$ cat config.mk
export PLATFORM = sky130hd
export DESIGN_NAME = sgc_switch_global_control
export DESIGN_NICKNAME = d
export VERILOG_FILES = /design/src/sgc_pkg.sv /design/src/sgc_switch_global_control.sv
export SDC_FILE = /design/constraint.sdc
export NUM_CORES = 1
export LEC_CHECK = 0
export ABC_AREA = 1
export BUFFER_PORTS_ARGS = -buffer_cell sky130_fd_sc_hd__buf_2
export CORE_UTILIZATION = 45
export DETAILED_ROUTE_END_ITERATION = 7
export PLACE_DENSITY = 0.83
export SYNTH_ARGS = -nofsm -noshare
export SYNTH_HDL_FRONTEND = slang
export SYNTH_SLANG_ARGS = --single-unit
$ cat constraint.sdc
create_clock -name ref_clk -period 3.8 [get_ports ref_clk]
set_clock_uncertainty 0.2 [all_clocks]
set_input_delay 0 -clock ref_clk [delete_from_list [all_inputs] [get_ports ref_clk]]
set_output_delay 0 -clock ref_clk [all_outputs]
set_load 0.02 [all_outputs]
$ cat src/sgc_pkg.sv
// Constants and types for the switch global control register block
package sgc_pkg;
    // Bus geometry
    localparam int SGC_ADDR_WIDTH = 16;
    localparam int SGC_DATA_WIDTH = 32;
    localparam int SGC_PORT_COUNT = 7;

    // Register byte address
    localparam logic [15:0] SGC_CFG_OFFSET = 16'hF400;

    // Field positions inside the configuration word
    localparam int SGC_ENABLE_BIT = 15;
    localparam int SGC_PORT_DIS_LSB = 8;
    localparam int SGC_FULL_RESET_BIT = 1;
    localparam int SGC_LOGIC_RESET_BIT = 0;

    // Values after reset
    localparam logic SGC_ENABLE_RESET = 1'b0;
    localparam logic [6:0] SGC_PORT_DIS_RESET = 7'h00;

    // Cycles that the core reset is held for either reset request
    localparam int SGC_RESET_HOLD_CYCLES = 8;

    // AXI response codes
    localparam logic [1:0] SGC_RESP_OKAY = 2'h0;
    localparam logic [1:0] SGC_RESP_DECERR = 2'h3;

    // Reset sequencer states, Gray along idle, logic, full
    typedef enum logic [1:0] {
        SGC_IDLE = 2'h0,
        SGC_LOGIC_RST = 2'h1,
        SGC_FULL_RST = 2'h3
    } sgc_state_type;
endpackage

$ cat src/sgc_switch_global_control.sv
// Switch global control register with AXI4-Lite access and reset sequencing
//
// Contract
// - Enable bit 15 clear keeps the switch core idle; set makes it active.
// - Register and memory access keeps working while the core is disabled.
// - Bits 14..8 disable ports 6..0; one disables, zero enables.
// - Writing one to bit 1 resets every module and all register settings.
// - Bit 1 reads one during the full reset and clears itself afterwards.
// - Writing one to bit 0 resets the core modules but keeps registers.
// - Logic reset keeps register programming; bit 0 clears itself afterwards.
`timescale 1ns/1ns
module sgc_switch_global_control
#(
    parameter int RESET_HOLD = sgc_pkg::SGC_RESET_HOLD_CYCLES // Core reset length in cycles
)
(
    input wire logic ref_clk, // System clock, 20 MHz
    input wire logic rst, // Asynchronous reset, active high
    input wire logic [sgc_pkg::SGC_ADDR_WIDTH-1:0] s_axi_awaddr, // Write address
    input wire logic s_axi_awvalid, // Write address valid
    output logic s_axi_awready, // Write address ready
    input wire logic [sgc_pkg::SGC_DATA_WIDTH-1:0] s_axi_wdata, // Write data
    input wire logic [3:0] s_axi_wstrb, // Write byte strobes
    input wire logic s_axi_wvalid, // Write data valid
    output logic s_axi_wready, // Write data ready
    output logic [1:0] s_axi_bresp, // Write response
    output logic s_axi_bvalid, // Write response valid
    input wire logic s_axi_bready, // Write response ready
    input wire logic [sgc_pkg::SGC_ADDR_WIDTH-1:0] s_axi_araddr, // Read address
    input wire logic s_axi_arvalid, // Read address valid
    output logic s_axi_arready, // Read address ready
    output logic [sgc_pkg::SGC_DATA_WIDTH-1:0] s_axi_rdata, // Read data
    output logic [1:0] s_axi_rresp, // Read response
    output logic s_axi_rvalid, // Read data valid
    input wire logic s_axi_rready, // Read data ready
    output logic core_reset, // Switch core modules held in reset
    output logic switch_active, // Core may forward frames
    output logic [sgc_pkg::SGC_PORT_COUNT-1:0] port_enable // Per-port forwarding enable
);
    import sgc_pkg::*;

    // Address decode shared by read and write paths
    function automatic logic is_cfg_addr(input logic [SGC_ADDR_WIDTH-1:0] addr);
        is_cfg_addr = (addr[SGC_ADDR_WIDTH-1:2] == SGC_CFG_OFFSET[SGC_ADDR_WIDTH-1:2]);
    endfunction

    logic aw_held;
    logic w_held;
    logic [SGC_ADDR_WIDTH-1:0] aw_addr;
    logic [SGC_DATA_WIDTH-1:0] w_data;
    logic [3:0] w_strb;
    logic do_write;
    logic wr_hit;
    logic cfg_enable;
    logic [SGC_PORT_COUNT-1:0] cfg_port_dis;
    logic full_reset_request;
    logic logic_reset_request;
    logic [15:0] cfg_word;
    logic [7:0] hold_cnt;
    sgc_state_type state;
    sgc_state_type next_state;
    logic set_full;
    logic set_logic;
    logic next_active;

    // Write channel handshakes, address and data taken in either order
    assign s_axi_awready = !aw_held && !s_axi_bvalid;
    assign s_axi_wready = !w_held && !s_axi_bvalid;
    assign do_write = aw_held && w_held && !s_axi_bvalid;
    assign wr_hit = do_write && is_cfg_addr(aw_addr);
    assign s_axi_arready = !s_axi_rvalid;

    // Register requests arriving from software
    assign set_full = wr_hit && w_strb[0] && w_data[SGC_FULL_RESET_BIT];
    assign set_logic = wr_hit && w_strb[0] && w_data[SGC_LOGIC_RESET_BIT];

    // Readback word, reserved bits forced low
    assign cfg_word = {cfg_enable, cfg_port_dis, 6'h00, full_reset_request, logic_reset_request};

    // Capture of write address and data
    always_ff @(posedge ref_clk or posedge rst)
    begin
        if (rst)
        begin
            aw_held <= 1'b0;
            w_held <= 1'b0;
            aw_addr <= '0;
            w_data <= '0;
            w_strb <= 4'h0;
        end
        else
        begin
            if (s_axi_awvalid && s_axi_awready)
            begin
                aw_held <= 1'b1;
                aw_addr <= s_axi_awaddr;
            end
            else if (do_write)
                aw_held <= 1'b0;
            if (s_axi_wvalid && s_axi_wready)
            begin
                w_held <= 1'b1;
                w_data <= s_axi_wdata;
                w_strb <= s_axi_wstrb;
            end
            else if (do_write)
                w_held <= 1'b0;
        end
    end

    // Write response, answered in every sequencer state
    always_ff @(posedge ref_clk or posedge rst)
    begin
        if (rst)
        begin
            s_axi_bvalid <= 1'b0;
            s_axi_bresp <= SGC_RESP_OKAY;
        end
        else if (do_write)
        begin
            s_axi_bvalid <= 1'b1;
            s_axi_bresp <= is_cfg_addr(aw_addr) ? SGC_RESP_OKAY : SGC_RESP_DECERR;
        end
        else if (s_axi_bready)
        begin
            s_axi_bvalid <= 1'b0;
        end
    end

    // Read channel, one cycle to data
    always_ff @(posedge ref_clk or posedge rst)
    begin
        if (rst)
        begin
            s_axi_rvalid <= 1'b0;
            s_axi_rdata <= '0;
            s_axi_rresp <= SGC_RESP_OKAY;
        end
        else if (s_axi_arvalid && s_axi_arready)
        begin
            s_axi_rvalid <= 1'b1;
            if (is_cfg_addr(s_axi_araddr))
            begin
                s_axi_rdata <= {16'h0000, cfg_word};
                s_axi_rresp <= SGC_RESP_OKAY;
            end
            else
            begin
                s_axi_rdata <= '0;
                s_axi_rresp <= SGC_RESP_DECERR;
            end
        end
        else if (s_axi_rready)
        begin
            s_axi_rvalid <= 1'b0;
        end
    end

    // Enable and port disable fields; full reset returns them to defaults
    always_ff @(posedge ref_clk or posedge rst)
    begin
        if (rst)
        begin
            cfg_enable <= SGC_ENABLE_RESET;
            cfg_port_dis <= SGC_PORT_DIS_RESET;
        end
        else if (state == SGC_FULL_RST)
        begin
            cfg_enable <= SGC_ENABLE_RESET;
            cfg_port_dis <= SGC_PORT_DIS_RESET;
        end
        else if (wr_hit && w_strb[1])
        begin
            cfg_enable <= w_data[SGC_ENABLE_BIT];
            cfg_port_dis <= w_data[SGC_PORT_DIS_LSB +: SGC_PORT_COUNT];
        end
    end

    // Full reset request bit, self clearing; a new write wins over the clear
    always_ff @(posedge ref_clk or posedge rst)
    begin
        if (rst)
            full_reset_request <= 1'b0;
        else if (set_full)
            full_reset_request <= 1'b1;
        else if (state == SGC_FULL_RST && hold_cnt == 8'h00)
            full_reset_request <= 1'b0;
    end

    // Logic reset request bit, self clearing, dropped by a full reset
    always_ff @(posedge ref_clk or posedge rst)
    begin
        if (rst)
            logic_reset_request <= 1'b0;
        else if (set_logic && state != SGC_FULL_RST)
            logic_reset_request <= 1'b1;
        else if (state == SGC_FULL_RST || (state == SGC_LOGIC_RST && hold_cnt == 8'h00))
            logic_reset_request <= 1'b0;
    end

    // Reset sequencer next state
    always_comb
    begin
        next_state = state;
        unique case (state)
            SGC_IDLE:
            begin
                if (full_reset_request)
                begin
                    next_state = SGC_FULL_RST;
                end
                else if (logic_reset_request)
                begin
                    next_state = SGC_LOGIC_RST;
                end
            end
            SGC_LOGIC_RST:
            begin
                if (full_reset_request)
                begin
                    next_state = SGC_FULL_RST;
                end
                else if (hold_cnt == 8'h00)
                begin
                    next_state = SGC_IDLE;
                end
            end
            SGC_FULL_RST:
            begin
                if (hold_cnt == 8'h00)
                begin
                    next_state = SGC_IDLE;
                end
            end
            default:
            begin
                next_state = SGC_IDLE;
            end
        endcase
    end

    // Sequencer state and hold counter
    always_ff @(posedge ref_clk or posedge rst)
    begin
        if (rst)
        begin
            state <= SGC_IDLE;
            hold_cnt <= 8'h00;
        end
        else
        begin
            state <= next_state;
            if (next_state != state)
            begin
                hold_cnt <= 8'(RESET_HOLD - 1);
            end
            else if (hold_cnt != 8'h00)
            begin
                hold_cnt <= hold_cnt - 8'h01;
            end
        end
    end

    // Core gating follows the enable only outside any reset
    assign next_active = cfg_enable && next_state == SGC_IDLE;

    // Registered core controls
    always_ff @(posedge ref_clk or posedge rst)
    begin
        if (rst)
        begin
            core_reset <= 1'b0;
            switch_active <= 1'b0;
        end
        else
        begin
            core_reset <= next_state != SGC_IDLE;
            switch_active <= next_active;
        end
    end

    // Per-port enables
    genvar gi;
    generate
        for (gi = 0; gi < SGC_PORT_COUNT; gi++)
        begin : g_port
            always_ff @(posedge ref_clk or posedge rst)
            begin
                if (rst)
                begin
                    port_enable[gi] <= 1'b0;
                end
                else
                begin
                    port_enable[gi] <= next_active && !cfg_port_dis[gi];
                end
            end
        end
    endgenerate
endmodule

* Yosys cells after proc, flatten, opt, wreduce, memory -nomap -nowiden *
Index checks and enable logic that the tools add are counted.

operators by class
  add/sub/neg operators = 1
  $mul = 0
  div/mod/pow operators = 0
  magnitude comparators = 0
  equal/unequal tests = 6
  shift-type cells = 0
  mux-type cells = 25
  bitwise logic cells = 0
  reductions and logical operators = 48

operator list
  operator              count
  $eq 14x14->1 const B  2
  $logic_and 1x1->1     23
  $reduce_bool 2->1     9
  $mux 16               1
  $mux 8                2
  $mux 7                2
  $mux 1                13
  $mux 2                6
  $logic_not 1->1       11
  $logic_not 8->1       1
  $reduce_bool 8->1     1
  $sub 8x1->8 const B   1
  $pmux 2 s3            1
  $logic_not 2->1       2
  $eq 2x1->1 const B    1
  $eq 2x2->1 const B    1
  $ne 2x2->1            1
  $ne 2x2->1 const B    1
  $logic_or 1x1->1      1

storage, ports and cells
  flip-flop bits (word level) = 103
  latch bits = 0
  RAM bits = 0
  ROM bits = 0
  input bits = 75
  logic and storage cells = 105
  memories kept = 0

* Logic depth before layout (Yosys ltp) *
  depth in word-level cells = 7
  gate-level depth with buffers = 10

* Least setup slack after synthesis *
No wires, ideal clock.

  path kind = register to register
  from = reg s_axi_bvalid
  to = reg aw_addr[3]
  setup time = 125 ps
  arrival = 1531 ps
  slack = 1944 ps
  stages on the path, launching flop included = 5
  period minus slack after synthesis = 1856 ps
  cells stage by stage = dfrtp_1 > nor2_1 > nand2_2 > buf_6 > mux2_4

on the way
  longest elaborated chain between the ends = 3

RTL lines
  item                    RTL line                          text
  start, declared         sgc_switch_global_control.sv:27   output logic s_axi_bvalid,
  start signal, assigned  sgc_switch_global_control.sv:116  s_axi_bvalid <= 1'b0;
  start signal, assigned  sgc_switch_global_control.sv:121  s_axi_bvalid <= 1'b1;
  start signal, assigned  sgc_switch_global_control.sv:126  s_axi_bvalid <= 1'b0;
  $logic_not 1->1         sgc_switch_global_control.sv:67   assign s_axi_awready = !aw_held && !s_axi_bvalid;
  $logic_and 1x1->1       sgc_switch_global_control.sv:67
  net s_axi_awready       sgc_switch_global_control.sv:21   output logic s_axi_awready,
  $logic_and 1x1->1       sgc_switch_global_control.sv:93   if (s_axi_awvalid && s_axi_awready)
  end signal, assigned    sgc_switch_global_control.sv:96   aw_addr <= s_axi_awaddr;
  end, declared           sgc_switch_global_control.sv:49   logic [SGC_ADDR_WIDTH-1:0] aw_addr;

The timed path passes the listed nets, and every way through them passes these cells.
A chain may end at the register's enable or synchronous reset.

* Worst setup path after layout *
  from = reg s_axi_rvalid
  to = reg s_axi_rdata[12] (netlist name)

on the way
  longest elaborated chain between the ends = 2

RTL lines
  item                    RTL line                          text
  start, declared         sgc_switch_global_control.sv:34   output logic s_axi_rvalid,
  start signal, assigned  sgc_switch_global_control.sv:135  s_axi_rvalid <= 1'b0;
  start signal, assigned  sgc_switch_global_control.sv:141  s_axi_rvalid <= 1'b1;
  start signal, assigned  sgc_switch_global_control.sv:155  s_axi_rvalid <= 1'b0;
  $logic_not 1->1         sgc_switch_global_control.sv:71   assign s_axi_arready = !s_axi_rvalid;
  $logic_and 1x1->1       sgc_switch_global_control.sv:139  else if (s_axi_arvalid && s_axi_arready)
  end signal, assigned    sgc_switch_global_control.sv:144  s_axi_rdata <= {16'h0000, cfg_word};
  end, declared           sgc_switch_global_control.sv:32   output logic [sgc_pkg::SGC_DATA_WIDTH-1:0] s_axi_rdata,

No other way between the ends.

==> impl_metrics.ini <==
[critical_path]
crit_path_start_kind = flip-flop
worstPathRequired_ns = 3.89
crit_arrival_ns = 2.96
crit_start = s_axi_rvalid$_DFFE_PP0P_
reg2reg_to = s_axi_rdata[12]$_DFFE_PP0P_
path_class = flip-flop to flip-flop
crit_path_end_kind = flip-flop
r2r_setup_slack_ns = 0.93
rr_startpoint = s_axi_rvalid$_DFFE_PP0P_
crit_path_max_fanout = 12
ff2ff_path_depth = 7

[timing]
hold_viol_final = 0
slew_violations = 0
period_needed_ns = 2.868
max-slew-margin-rel_pct = 36.72
fmax_mhz = 348.6
setup_ws_ns = 0.9316
rsz0062_at_grt = false
hold_slack_ns = 0.1703
finalSetupTns_ns = 0
fin_crit_sh_pct = 75.48
worst_pin_slew_ns = 0.9478
setup_viol = 0

[power_and_ir_drop]
powerDensity_nw_per_um2 = 567.1
max-vdd-ir-drop_mv = 0.4589
fin_total_pwr_mw = 2.376
p_leak_nw = 2.219

[finish]
utilization_pct = 60.98
area_growth_pct = 29.22
fillers = 537
layout.nets = 508
final_cell_count_no_fill = 533
regArea_um2 = 1777
diodes = 0
drive_gt1_share_pct = 32.27
multi_input_area_um2 = 1237
post-route-cell-area_um2 = 4189

[clock_tree]
ctsHoldBuffers = 39
clock-sinks = 71
clk-insertion-delay-late_ns = 0.35
cts_buffer_depth = 2
post_cts_buffers = 0
cts_buffers = 9
cts.repair.resized = 0
cts_tree = done
clk_pin_slew_ns = 0.07
clockRootBuffer = clkbuf_8
ctsHtreeMaxLevel = 3

[placed_design]
routabilityCongestion = 0.7686
place_hpwl_um = 4231
pre_cts_ws_ns = 1.729
portBuffers = 74
place_area_um2 = 3602
dp.cells = 478

[yosys]
yosysWarnings = 0
syn_inst = 315
ys_types = 36
synthMuxAreaShare_pct = 9.494
synth_compound_area_share_pct = 2.779
synthArstFlopShare_pct = 100.0
synth_top_family_by_area = simple AND/OR/NAND/NOR gates
avgSynthCellArea_um2 = 10.29
ys.flop_type = dfrtp_1
ys_seq_area_share_pct = 54.81
yosys.area_share.adder_pct = 0.3860
synth-simple-area-share_pct = 22.42
netlist_area_um2 = 3242
synth_edf_count = 0
synth_xor_area_share_pct = 0.5403
ys_ff_latch = 71

[global_routing]
grt_pass1_vias = 2437
gr-total-overflow = 0
antenna_found_initial = 0
grt_max_degree = 48
grt_pass1_wl_um = 11230
grt_usage_pct = 19.94

[floorplan]
core.rowCount = 30
ioPinCount = 125
die_area_um2 = 7547
die_h_um = 86.88
initial_core_util_pct = 47.19
core_area_um2 = 6869
fp.dieW_um = 86.88

[detailed_routing]
vias = 2494
wl_per_cell_um = 12.66
first_iter_violations = 128
via_per_inst = 4.679
ant_nets = 0
drtPass1Iterations = 4
drt-total-wl_um = 6750
drc = 0

[worst_hold_path]
hold_path_end = s_axi_bvalid$_DFFE_PP0P_
hold_start = s_axi_bready
hp-class = input pin to flip-flop
min_path_cells = 3

[job]
maxCapViolations = 0

[run_status]
status = completed
-- registers in the layout (all words and copies together), names as in the netlist, 2 cells and up --
name	cells
aw_addr	14
w_strb	2
port_enable	7
w_data	10
s_axi_rdata	10
state	2
cfg_port_dis	7
hold_cnt	8
-- area by class of cell --
type	count	share of cell area, %
sequential	71	42.41
multi-input combinational	213	29.54
inverter	22	1.971
clock inverter	6	1.404
tap	96	2.867
timing repair buffer	115	18.52
clock buffer	10	3.286
-- kinds of logic (layout without fill, tap and decap cells) --
family          Yosys count  count (layout)
flops                    71              71
mux                      25              25
fa+ha+maj                 1               1
buf+inv                  52             153
xor+xnor                  2               2
simple gates            147             147
other cells               1              22
compound gates           16              16
-- how the worst max path moves through the flow --
stage                                  end  slack (ns)  cells past startpoint
6_report       s_axi_rdata[12]$_DFFE_PP0P_        0.93                      7
5_1_grt        s_axi_rdata[12]$_DFFE_PP0P_        0.81                      7
4_1_cts        s_axi_rdata[12]$_DFFE_PP0P_        0.96                      7
3_5_place_dp    s_axi_rdata[9]$_DFFE_PP0P_        1.73                      5
3_3_place_gp    s_axi_rdata[8]$_DFFE_PP0P_        1.79                      5
2_1_floorplan      aw_addr[10]$_DFFE_PP0P_        1.80                      1
-- worst max-delay path, stage by stage, from the launching register on --
cell and delay (ns):
dfrtp_1 0.38, inv_1 0.10, nand2_1 0.26, nor4_2 0.35, dlygate4sd3_1 0.80, nand3_1 0.10, dlygate4sd3_1 0.57, nand2_1 0.06
-- per-layer routing --
layer	part of all wire [%]	vias to the layer above	global-route usage, %	wire length [µm]
met5	0	-	0	0
met1	42	1174	24.23	2813
met4	3.1	0	12.42	211
met2	50	79	32.07	3401
met3	4.8	24	4.834	323
li1	-	1217	-	-
-- cell usage after synthesis (5+ instances only) --
master	instances	area share [%]
a21oi_1	7	1.1
buf_4	24	5.6
dfrtp_1	71	55
inv_1	20	2.3
mux2_2	18	6.3
mux2_4	7	3.2
nand2_1	56	6.5
nand2_2	7	1.4
nand3_1	30	4.6
nand4_1	6	1.2
nor2_1	31	3.6
o21ai_0	5	0.77
-- power breakdown --
part	total [mW]	leakage (nW)	switching (mW)	internal, mW
Clock	0.597	0.106	0.278	0.318
Sequential	1.10	0.900	0.135	0.965
Combinational	0.679	1.21	0.349	0.330
-- cells in the final DEF, fill, tap and decap left out, types with 2 or more instances in the layout --
master and n:
a21oi_1 7, buf_2 74, buf_4 2, clkbuf_8 10
clkinv_2 4, conb_1 22, dfrtp_1 71, dlygate4sd3_1 39
inv_1 19, inv_2 3, mux2_2 18, mux2_4 7
nand2_1 56, nand2_2 7, nand2_4 3, nand3_1 30
nand3_4 2, nand4_1 6, nor2_1 31, nor2_4 3
o21ai_0 5, or2_2 2
No activity file was read; power rests on OpenSTA's default activity.
